<file path="src/pkg/debug_config_cfg.svh">
// Offsets, field positions, reset values and timing counts of debug config
`ifndef DEBUG_CONFIG_CFG_SVH
`define DEBUG_CONFIG_CFG_SVH

// Debug control register number; neither access path decodes it
`define DBG_CFG_REG_NUM 8'h00
// Field positions in the lower half of the register
`define FLD_FORCE_EMU 13
`define FLD_CAPTURE_HI 12
`define FLD_CAPTURE_LO 11
`define FLD_USER_HALT 10
`define FLD_BRANCH_HI 9
`define FLD_BRANCH_LO 8
`define FLD_SERIAL 6
`define FLD_IRQ_IGNORE 5
`define FLD_SINGLE_STEP 4
// Writable bits; reserved bits 7 and 3..0 always hold zero
`define DBG_CFG_WMASK 32'h0000_3f70
`define DBG_CFG_RESET 32'h0000_0000
// Extra cycles added per instruction in serial execution
`define SERIAL_GAP_CYCLES 3'h5
// Last count of the status clock divider; a status clock period is this count plus one processor cycles
`define PST_DIV 1'h1
// Size marks sent on the trace pins ahead of operand data
`define TRACE_MARK_BYTE 4'h8
`define TRACE_MARK_WORD 4'h9
`define TRACE_MARK_LONG 4'ha

`endif

</file>
<file path="src/pkg/debug_config_pkg.sv">
// Types shared by the debug configuration block
package debug_config_pkg;

    typedef enum logic [1:0] {
        SIZE_BYTE,
        SIZE_WORD,
        SIZE_LONG,
        SIZE_RSVD
    } op_size_t;

    typedef struct packed {
        logic is_write;
        op_size_t size;
        logic [31:0] data;
    } operand_event_t;

    typedef enum logic [1:0] {
        TR_IDLE,
        TR_MARK,
        TR_SHIFT
    } trace_state_t;

endpackage

</file>
<file path="src/hw/debug_config_lower_controls.sv">
// Lower control fields of the debug configuration register and trace output
`timescale 1ns/1ps
`include "debug_config_cfg.svh"

// Notes on behaviour
// - Force-emulation bit 13 set makes the core start in emulator mode.
// - Bits 12-11 pick operand capture: none, writes, reads, or both.
// - Operand follows a size mark; 8/16/32 bits, one nibble per tick.
// - Bit 10 clear: halt is supervisor only; set: user may halt too.
// - Bits 9-8 pick branch target bytes shown: 0, 2, 3 or 4.
// - Bit 6 set runs one instruction at a time, five extra cycles.
// - PC breakpoint is always reported before its instruction runs.
// - Data/address triggers are precise in serial mode, before next.
// - Bit 5 set ignores pending interrupts while single-stepping.
// - Bit 4 set halts after each instruction; go runs one more.
// - Supervisor path writes only; debug port reads and writes.

module debug_config_lower_controls
    import debug_config_pkg::*;
(
    input wire logic clk_in,
    input wire logic rst_in,
    input wire logic ce_in,
    // Supervisor write path
    input wire logic sup_wr_in,
    input wire logic [31:0] sup_wdata_in,
    // Background debug port path
    input wire logic bdp_wr_in,
    input wire logic bdp_rd_in,
    input wire logic [31:0] bdp_wdata_in,
    input wire logic bdp_go_in,
    output logic [31:0] bdp_rdata_out,
    // Core status and requests
    input wire logic instr_done_in,
    input wire logic user_mode_in,
    input wire logic halt_instr_in,
    input wire logic irq_pending_in,
    input wire logic pc_bkpt_hit_in,
    input wire logic data_bkpt_hit_in,
    // Core controls
    output logic force_emulator_entry_out,
    output logic serial_execution_mode_out,
    output logic core_halt_out,
    output logic issue_hold_out,
    output logic halt_allowed_out,
    output logic irq_take_out,
    output logic bkpt_report_out,
    // Trace sources
    input wire logic op_valid_in,
    input wire operand_event_t op_event_in,
    output logic op_ready_out,
    input wire logic br_valid_in,
    input wire logic [31:0] br_target_in,
    output logic br_ready_out,
    // Trace pins
    output logic [3:0] trace_data_pins_out,
    output logic processor_status_clock_out
);

    // ==========================================================
    // Register
    // ==========================================================
    logic [31:0] cfg_r;
    logic [31:0] cfg_nxt;

    // Debug port wins when both paths write in one cycle
    assign cfg_nxt = bdp_wr_in ? (bdp_wdata_in & `DBG_CFG_WMASK) :
                     (sup_wdata_in & `DBG_CFG_WMASK);

    always_ff @(posedge clk_in or posedge rst_in) begin
        if (rst_in) begin
            cfg_r <= `DBG_CFG_RESET;
        end else if (ce_in && (bdp_wr_in || sup_wr_in)) begin
            cfg_r <= cfg_nxt;
        end
    end

    always_ff @(posedge clk_in or posedge rst_in) begin
        if (rst_in) begin
            bdp_rdata_out <= 32'h0000_0000;
        end else if (ce_in && bdp_rd_in) begin
            bdp_rdata_out <= cfg_r;
        end
    end

    wire logic [1:0] capture_sel = cfg_r[`FLD_CAPTURE_HI:`FLD_CAPTURE_LO];
    wire logic [1:0] branch_sel = cfg_r[`FLD_BRANCH_HI:`FLD_BRANCH_LO];
    wire logic step_on = cfg_r[`FLD_SINGLE_STEP];
    wire logic serial_on = cfg_r[`FLD_SERIAL];

    assign force_emulator_entry_out = cfg_r[`FLD_FORCE_EMU];
    assign serial_execution_mode_out = serial_on;
    assign halt_allowed_out = halt_instr_in &&
        (!user_mode_in || cfg_r[`FLD_USER_HALT]);
    assign irq_take_out = irq_pending_in &&
        !(step_on && cfg_r[`FLD_IRQ_IGNORE]);

    // ==========================================================
    // Single step and serial execution
    // ==========================================================
    logic halt_r;
    logic [2:0] gap_r;
    logic data_pend_r;

    always_ff @(posedge clk_in or posedge rst_in) begin
        if (rst_in) begin
            halt_r <= 1'b0;
        end else if (ce_in) begin
            // Completion beats a simultaneous go so no step is lost
            if (step_on && instr_done_in) begin
                halt_r <= 1'b1;
            end else if (bdp_go_in || !step_on) begin
                halt_r <= 1'b0;
            end
        end
    end

    always_ff @(posedge clk_in or posedge rst_in) begin
        if (rst_in) begin
            gap_r <= 3'h0;
        end else if (ce_in) begin
            if (serial_on && instr_done_in) begin
                gap_r <= `SERIAL_GAP_CYCLES;
            end else if (gap_r != 3'h0) begin
                gap_r <= gap_r - 3'h1;
            end
        end
    end

    // Serial mode holds issue until a data trigger has been reported
    always_ff @(posedge clk_in or posedge rst_in) begin
        if (rst_in) begin
            data_pend_r <= 1'b0;
        end else if (ce_in) begin
            data_pend_r <= data_bkpt_hit_in && serial_on;
        end
    end

    always_ff @(posedge clk_in or posedge rst_in) begin
        if (rst_in) begin
            bkpt_report_out <= 1'b0;
        end else if (ce_in) begin
            bkpt_report_out <= pc_bkpt_hit_in || data_bkpt_hit_in;
        end
    end

    // PC hits stall issue in the same cycle, ahead of execution
    assign core_halt_out = halt_r;
    assign issue_hold_out = halt_r || (gap_r != 3'h0) ||
        pc_bkpt_hit_in || data_pend_r || (serial_on && data_bkpt_hit_in);

    // ==========================================================
    // Trace serializer
    // ==========================================================
    function automatic logic [3:0] branch_nibbles(input logic [1:0] sel);
        case (sel)
            2'h1: branch_nibbles = 4'h4;
            2'h2: branch_nibbles = 4'h6;
            2'h3: branch_nibbles = 4'h8;
            default: branch_nibbles = 4'h0;
        endcase
    endfunction

    function automatic logic [3:0] op_nibbles(input op_size_t sz);
        case (sz)
            SIZE_BYTE: op_nibbles = 4'h2;
            SIZE_WORD: op_nibbles = 4'h4;
            default: op_nibbles = 4'h8;
        endcase
    endfunction

    logic div_r;
    trace_state_t st_r;
    logic [31:0] sh_r;
    logic [3:0] cnt_r;
    logic [3:0] mark_r;

    wire logic pst_tick = (div_r == `PST_DIV);
    wire logic idle = (st_r == TR_IDLE);
    wire logic op_want = capture_sel[0] && op_event_in.is_write ||
        capture_sel[1] && !op_event_in.is_write;
    wire logic op_take = op_valid_in && idle && pst_tick;
    wire logic br_take = br_valid_in && !op_valid_in && idle && pst_tick;
    wire logic [3:0] op_mark = (op_event_in.size == SIZE_BYTE) ?
        `TRACE_MARK_BYTE : (op_event_in.size == SIZE_WORD) ?
        `TRACE_MARK_WORD : `TRACE_MARK_LONG;

    // Sources stall while a transfer is being shown
    assign op_ready_out = idle && pst_tick;
    assign br_ready_out = idle && pst_tick && !op_valid_in;
    assign processor_status_clock_out = div_r;

    always_ff @(posedge clk_in or posedge rst_in) begin
        if (rst_in) begin
            div_r <= 1'b0;
        end else if (ce_in) begin
            div_r <= pst_tick ? 1'b0 : div_r + 1'b1;
        end
    end

    always_ff @(posedge clk_in or posedge rst_in) begin
        if (rst_in) begin
            st_r <= TR_IDLE;
            sh_r <= 32'h0000_0000;
            cnt_r <= 4'h0;
            mark_r <= 4'h0;
            trace_data_pins_out <= 4'h0;
        end else if (ce_in && pst_tick) begin
            case (st_r)
                TR_IDLE: begin
                    trace_data_pins_out <= 4'h0;
                    if (op_take && op_want) begin
                        st_r <= TR_MARK;
                        sh_r <= op_event_in.data;
                        cnt_r <= op_nibbles(op_event_in.size);
                        mark_r <= op_mark;
                    end else if (br_take && branch_sel != 2'h0) begin
                        st_r <= TR_SHIFT;
                        sh_r <= br_target_in;
                        cnt_r <= branch_nibbles(branch_sel);
                    end
                end
                TR_MARK: begin
                    trace_data_pins_out <= mark_r;
                    st_r <= TR_SHIFT;
                end
                TR_SHIFT: begin
                    trace_data_pins_out <= sh_r[3:0];
                    sh_r <= {4'h0, sh_r[31:4]};
                    cnt_r <= cnt_r - 4'h1;
                    if (cnt_r == 4'h1) begin
                        st_r <= TR_IDLE;
                    end
                end
                default: st_r <= TR_IDLE;
            endcase
        end
    end
endmodule // debug_config_lower_controls

</file>
<file path="config.mk">
export PLATFORM = sky130hd
export DESIGN_NAME = debug_config_lower_controls
export DESIGN_NICKNAME = d
export VERILOG_FILES = /design/src/pkg/debug_config_pkg.sv /design/src/hw/debug_config_lower_controls.sv
export VERILOG_INCLUDE_DIRS = /design/src /design/src/pkg
export SDC_FILE = /design/constraint.sdc
export NUM_CORES = 1
export LEC_CHECK = 0
export BUFFER_PORTS_ARGS = -buffer_cell sky130_fd_sc_hd__buf_2
export CORE_AREA = 2 2 113 104
export CTS_BUF_LIST = sky130_fd_sc_hd__clkbuf_16
export CTS_CLUSTER_SIZE = 40
export DETAILED_ROUTE_END_ITERATION = 6
export DIE_AREA = 0 0 115 106
export PLACE_DENSITY_LB_ADDON = 0.12
export SLEW_MARGIN = 20
export SYNTH_ARGS = -nofsm -noshare
export SYNTH_HDL_FRONTEND = slang
export SYNTH_SLANG_ARGS = --single-unit
</file>
<file path="constraint.sdc">
create_clock -name clk_in -period 3.6 [get_ports clk_in]
set_input_delay 0.36 -clock clk_in [delete_from_list [all_inputs] [get_ports clk_in]]
set_output_delay 0.36 -clock clk_in [all_outputs]
set_load 0.02 [all_outputs]
</file>
Yosys cells after proc, flatten, opt, wreduce, memory -nomap -nowiden
Cells that the tools add are included.
Operators by class
  add/subtract/negate cells: 3
  equal/unequal tests: 9
  multiplexer cells: 21
  reduce and logical (&&, ||, !) cells: 48
Operator list (number)
  two-way mux 32 bit: 2
  one-hot mux 32 bit (2 select lines): 1
  one-hot mux 4 bit (3 select lines): 2
  logical AND 1 bit: 20
  one-hot mux 4 bit (2 select lines): 2
  two-way mux 14 bit: 1
  two-way mux 2 bit: 5
  logical OR 1 bit: 9
  AND reduction 3 bit: 3
  two-way mux 4 bit: 2
  nonzero test 2 bit: 4
  equality test 2 x 1 -> 1 bit, second input constant: 3
  equality test 2 bit, second input constant: 3
  two-way mux 3 bit: 2
  one-hot mux 2 bit (3 select lines): 1
  AND reduction 2 bit: 3
  nonzero test 3 bit: 2
  logical NOT 1 bit: 5
  equality test 4 x 1 -> 1 bit, second input constant: 1
  logical NOT 2 bit: 2
  subtractor 4 x 1 -> 4 bit, second input constant: 1
  two-way mux 1 bit: 3
  != test 3 x 1 -> 1 bit, second input constant: 1
  subtractor 3 x 1 -> 3 bit, second input constant: 1
  other kinds (2): 2
Word-level totals
  register bits: 117
  input port bits: 146
  output and inout port bits: 46
  word-level logic and storage cells: 93

Longest topological paths before layout
  word-level depth: 8
  gate-level depth with buffers: 10
  depth with buffers taken out: 7

Worst setup path before layout
Ideal clock, no wire load.
  path type: reg-to-reg
  from: register st_r[0]
  to: register cnt_r[2]
  library setup time: 0.129 ns
  arrival: 1.857 ns
  required time: 3.471 ns
  path slack: 1.614 ns
  cell stages (with the launch flop): 8
  buffers on the path: 0
  clock period less this slack: 1.986 ns
  path through: dfrtp_1 inv_1 ha_1 nand3_2 nor2_4 mux2_4 and4_1 a2111o_1
On the way
  word-level cells in the longest chain between the ends: 6
  elaborated cells between the ends (all ways): 13
  classes of those cells: eq/ne (2); mux (2); reduce/logical (9)
RTL lines
  start, declared: line debug_config_lower_controls.sv:173  | trace_state_t st_r;
  start signal, assigned: line debug_config_lower_controls.sv:203  | st_r <= TR_IDLE;
  start signal, assigned: line debug_config_lower_controls.sv:213  | st_r <= TR_MARK;
  start signal, assigned: line debug_config_lower_controls.sv:218  | st_r <= TR_SHIFT;
  logical NOT 2 bit: line debug_config_lower_controls.sv:179, debug_config_lower_controls.sv:209
  logical AND 1 bit, on equally long branches (2 in series): line debug_config_lower_controls.sv:182, debug_config_lower_controls.sv:183
  logical AND 1 bit, on equally long branches: line debug_config_lower_controls.sv:212, debug_config_lower_controls.sv:217
  != test 3 x 1 -> 1 bit (no source line) / two-way mux 4 bit (equally long branches)
  AND reduction 3 bit (no source line) / one-hot mux 4 bit (2 select lines) (equally long branches)
  end signal, assigned: line debug_config_lower_controls.sv:215  | cnt_r <= op_nibbles(op_event_in.size);
  end signal, assigned: line debug_config_lower_controls.sv:220  | cnt_r <= branch_nibbles(branch_sel);
  end signal, assigned: line debug_config_lower_controls.sv:230  | cnt_r <= cnt_r - 4'h1;
  end, declared: line debug_config_lower_controls.sv:175  | logic [3:0] cnt_r;
Several ways; a longest one is shown, not always the timed one.
A chain may end at the register's enable or synchronous reset.

Final worst setup path
Same ends and word-level chain as after synthesis.

==> flow_metrics.tcl <==
set metrics [dict create \
    grt.overflow.total 0 \
    final_cell_mix "buf_2, dfrtp_1, nand2_1, o21ai_0, mux2i_1" \
    clock_latency_ns 0.33 \
    antenna_cells 0 \
    die_h_um 106 \
    io_pins 192 \
    power_uw 3720 \
    num_rows 37 \
    status "finished clean" \
    max_stage_delay_ns 0.45 \
    cts-buffers-inserted 9 \
    cts_tree "built" \
    synth_seq_cells 70 \
    hold_class "in2async" \
    vias 3072 \
    instances_no_fill 646 \
    ir_worst_vdd_uv 397 \
    drv_slew 0 \
    syn_inst 389 \
    cp-start-kind "register" \
    reg2reg_slack_ns 1.06 \
    ys.flop_type "dfrtp_1" \
    postRouteAntennaNets 0 \
    drt_wl_total_mm 8.59 \
    post-cts-setup-buffers 0 \
    final.setup.worst_slack_ns 1.06 \
    grt_pass1_vias 3064 \
    htree_levels 3 \
    worstPathArrival_ns 2.75 \
    final_hold_viol_count 0 \
    die_w_um 115 \
    tns_ns 0 \
    die_area_um2 12200 \
    synth_cell_type_count 48 \
    dpl.hpwl_mm 6.20 \
    min_period_over_period 0.706 \
    synth_warnings 0 \
    cap_violations 0 \
    cts_root_buf "clkbuf_16" \
    wl_per_cell_um 13.3 \
    finalSetupViolCount 0 \
    power.leakage_uw 0.00244 \
    syn_to_final_growth_pct 22.6 \
    portBuffers 122 \
    netlist_area_um2 4110 \
    grt_first_pass_wirelength_mm 14.6 \
    dp.cells 630 \
    place_congestion 0.731 \
    antenna_found_initial 0 \
    reg2reg_from "st_r[0]" \
    drtIter0Drc 87 \
    grtUsageTotal 0.150 \
    drive_gt1_frac 0.373 \
    cp_max_fo 33 \
    fin_crit_ns 2.54 \
    cts_sinks 70 \
    rsz0062_at_grt "false" \
    initial_core_util 0.370 \
    synth_edf_count 0 \
    dr.pass1.iters 4 \
    cp_slowest_cell "buf_4" \
    ys_seq_area_frac 0.426 \
    final_common_cell "buf_2" \
    required_ns 3.81 \
    synthArstFlopShare 1.00 \
    grt_max_degree 65 \
    worstPathCellList "inv_1 > ha_1 > nand3_2 > nor2_4 > buf_4 > mux2_4 > and4_1 > a2111o_1" \
    drc 0 \
    synth.avg_cell_area_um2 10.6 \
    post_cts_resized 0 \
    r2r_cells 8 \
    endpoint_kind "register" \
    power-per-cell-area_nw_per_um2 739 \
    fin_skew_ns 0.00905 \
    coreArea_um2 11100 \
    tightest_slew_ns 0.843 \
    relSlewSlack 0.437 \
    cts.clk_slew.worst_paths_ns 0.06 \
    worstReg2RegEnd "cnt_r[2]" \
    cts_buffer_depth 2 \
    via_per_inst 4.76 \
    holdBufCountCts 0 \
    timing.fmax_ghz 0.393 \
    n_fill_cell 1079 \
    place_ws_ns 0.997 \
    hold_ws_ns 0.176 \
    final_nets 662 \
    path_class "reg2reg" \
]
## flip-flops by register name (all words and copies together), names as in the netlist
name and count:
bdp_rdata_out 9, bkpt_report_out 1, cfg_r 9, cnt_r 4, core_halt_out 1, data_pend_r 1, gap_r 3, mark_r 3
processor_status_clock_out 1, sh_r 32, st_r 2, trace_data_pins_out 4
## synth_stat cells (2+ instances only)
library cell,instances,area [um2]
dfrtp_1,70,1750
nand2_1,54,203
o21ai_0,48,240
mux2i_1,42,420
mux2_4,26,390
buf_4,23,173
inv_1,13,48.8
nor2_1,12,45.0
ha_1,11,138
mux2_2,11,124
clkbuf_1,10,37.5
buf_6,7,78.8
a21oi_1,6,30.0
a22o_1,4,35.0
o31ai_1,4,30.0
a22oi_1,3,22.5
and2_1,3,18.8
buf_2,3,15.0
a211o_1,2,17.5
a21boi_0,2,15.0
nand2b_1,2,12.5
nand3_1,2,10.0
nor2b_1,2,12.5
nor3_1,2,10.0
nor4_1,2,12.5
o21ai_1,2,10.0
or2_2,2,12.5
## worst max-delay path: cells and delay by family, from the launching register on
kind / cells / cell delay (ns)
buffers and inverters: 2 / 0.57
multiplexers: 1 / 0.34
adder cells (fa/ha/maj): 1 / 0.33
AND/OR/NAND/NOR: 3 / 0.49
AO/OA/AOI/OAI: 1 / 0.29
flip-flops: 1 / 0.40
## through the flow
stage	utilization	area, um2
after floorplan	-	4190
after global placement	0.425	4720
after detailed placement	0.425	4720
after CTS	0.453	5030
after global routing	0.453	5040
final	0.453	5040
## where the power goes
group | switching (uW) | internal (uW) | total [uW]
Combinational | 791 | 728 | 1520
Clock | 344 | 603 | 947
Sequential | 177 | 1080 | 1260
Total | 1310 | 2410 | 3720
## cells by family (layout without fill, tap and decap cells)
group,Yosys count,in the layout,share of synthesized area
AOI/OAI and AO/OA,79,79,0.115
xor gates and xnor gates,1,1,0.00213
adders and majority gates,11,11,0.0335
buffers and inverters,57,156,0.0868
DFF,70,70,0.426
muxes,80,80,0.233
other,1,23,0.000912
and+or+nand+nor,90,90,0.103
## cell type report
type | instances | area [um2] | share of cell area
flip-flops and latches | 70 | 1750 | 0.348
inverters | 13 | 50.0 | 0.00993
repair buffers | 127 | 661 | 0.131
clock buffers | 9 | 225 | 0.0447
well taps | 136 | 170 | 0.0338
clock inverters | 7 | 88.8 | 0.0176
multi-input cells | 284 | 2090 | 0.415
## metal layers
layer  vias up  wire, um  global-route usage
met3         9       670              0.0496
met1      1419      4010               0.203
met4         0        97              0.0387
met5         -         0                   0
met2       105      3810               0.229
li1       1539         -                   -
## worst max path at each step
stage               startpoint  slack [ns]                end
detailed placement     st_r[0]         1.0           cnt_r[2]
CTS                    st_r[0]         1.0           cnt_r[2]
global placement       st_r[0]        1.08           cnt_r[2]
finish                 st_r[0]        1.06           cnt_r[2]
global route           st_r[0]        0.87           cnt_r[2]
floorplan               rst_in        1.47  bdp_rdata_out[10]
(Power assumes the default switching activity.)
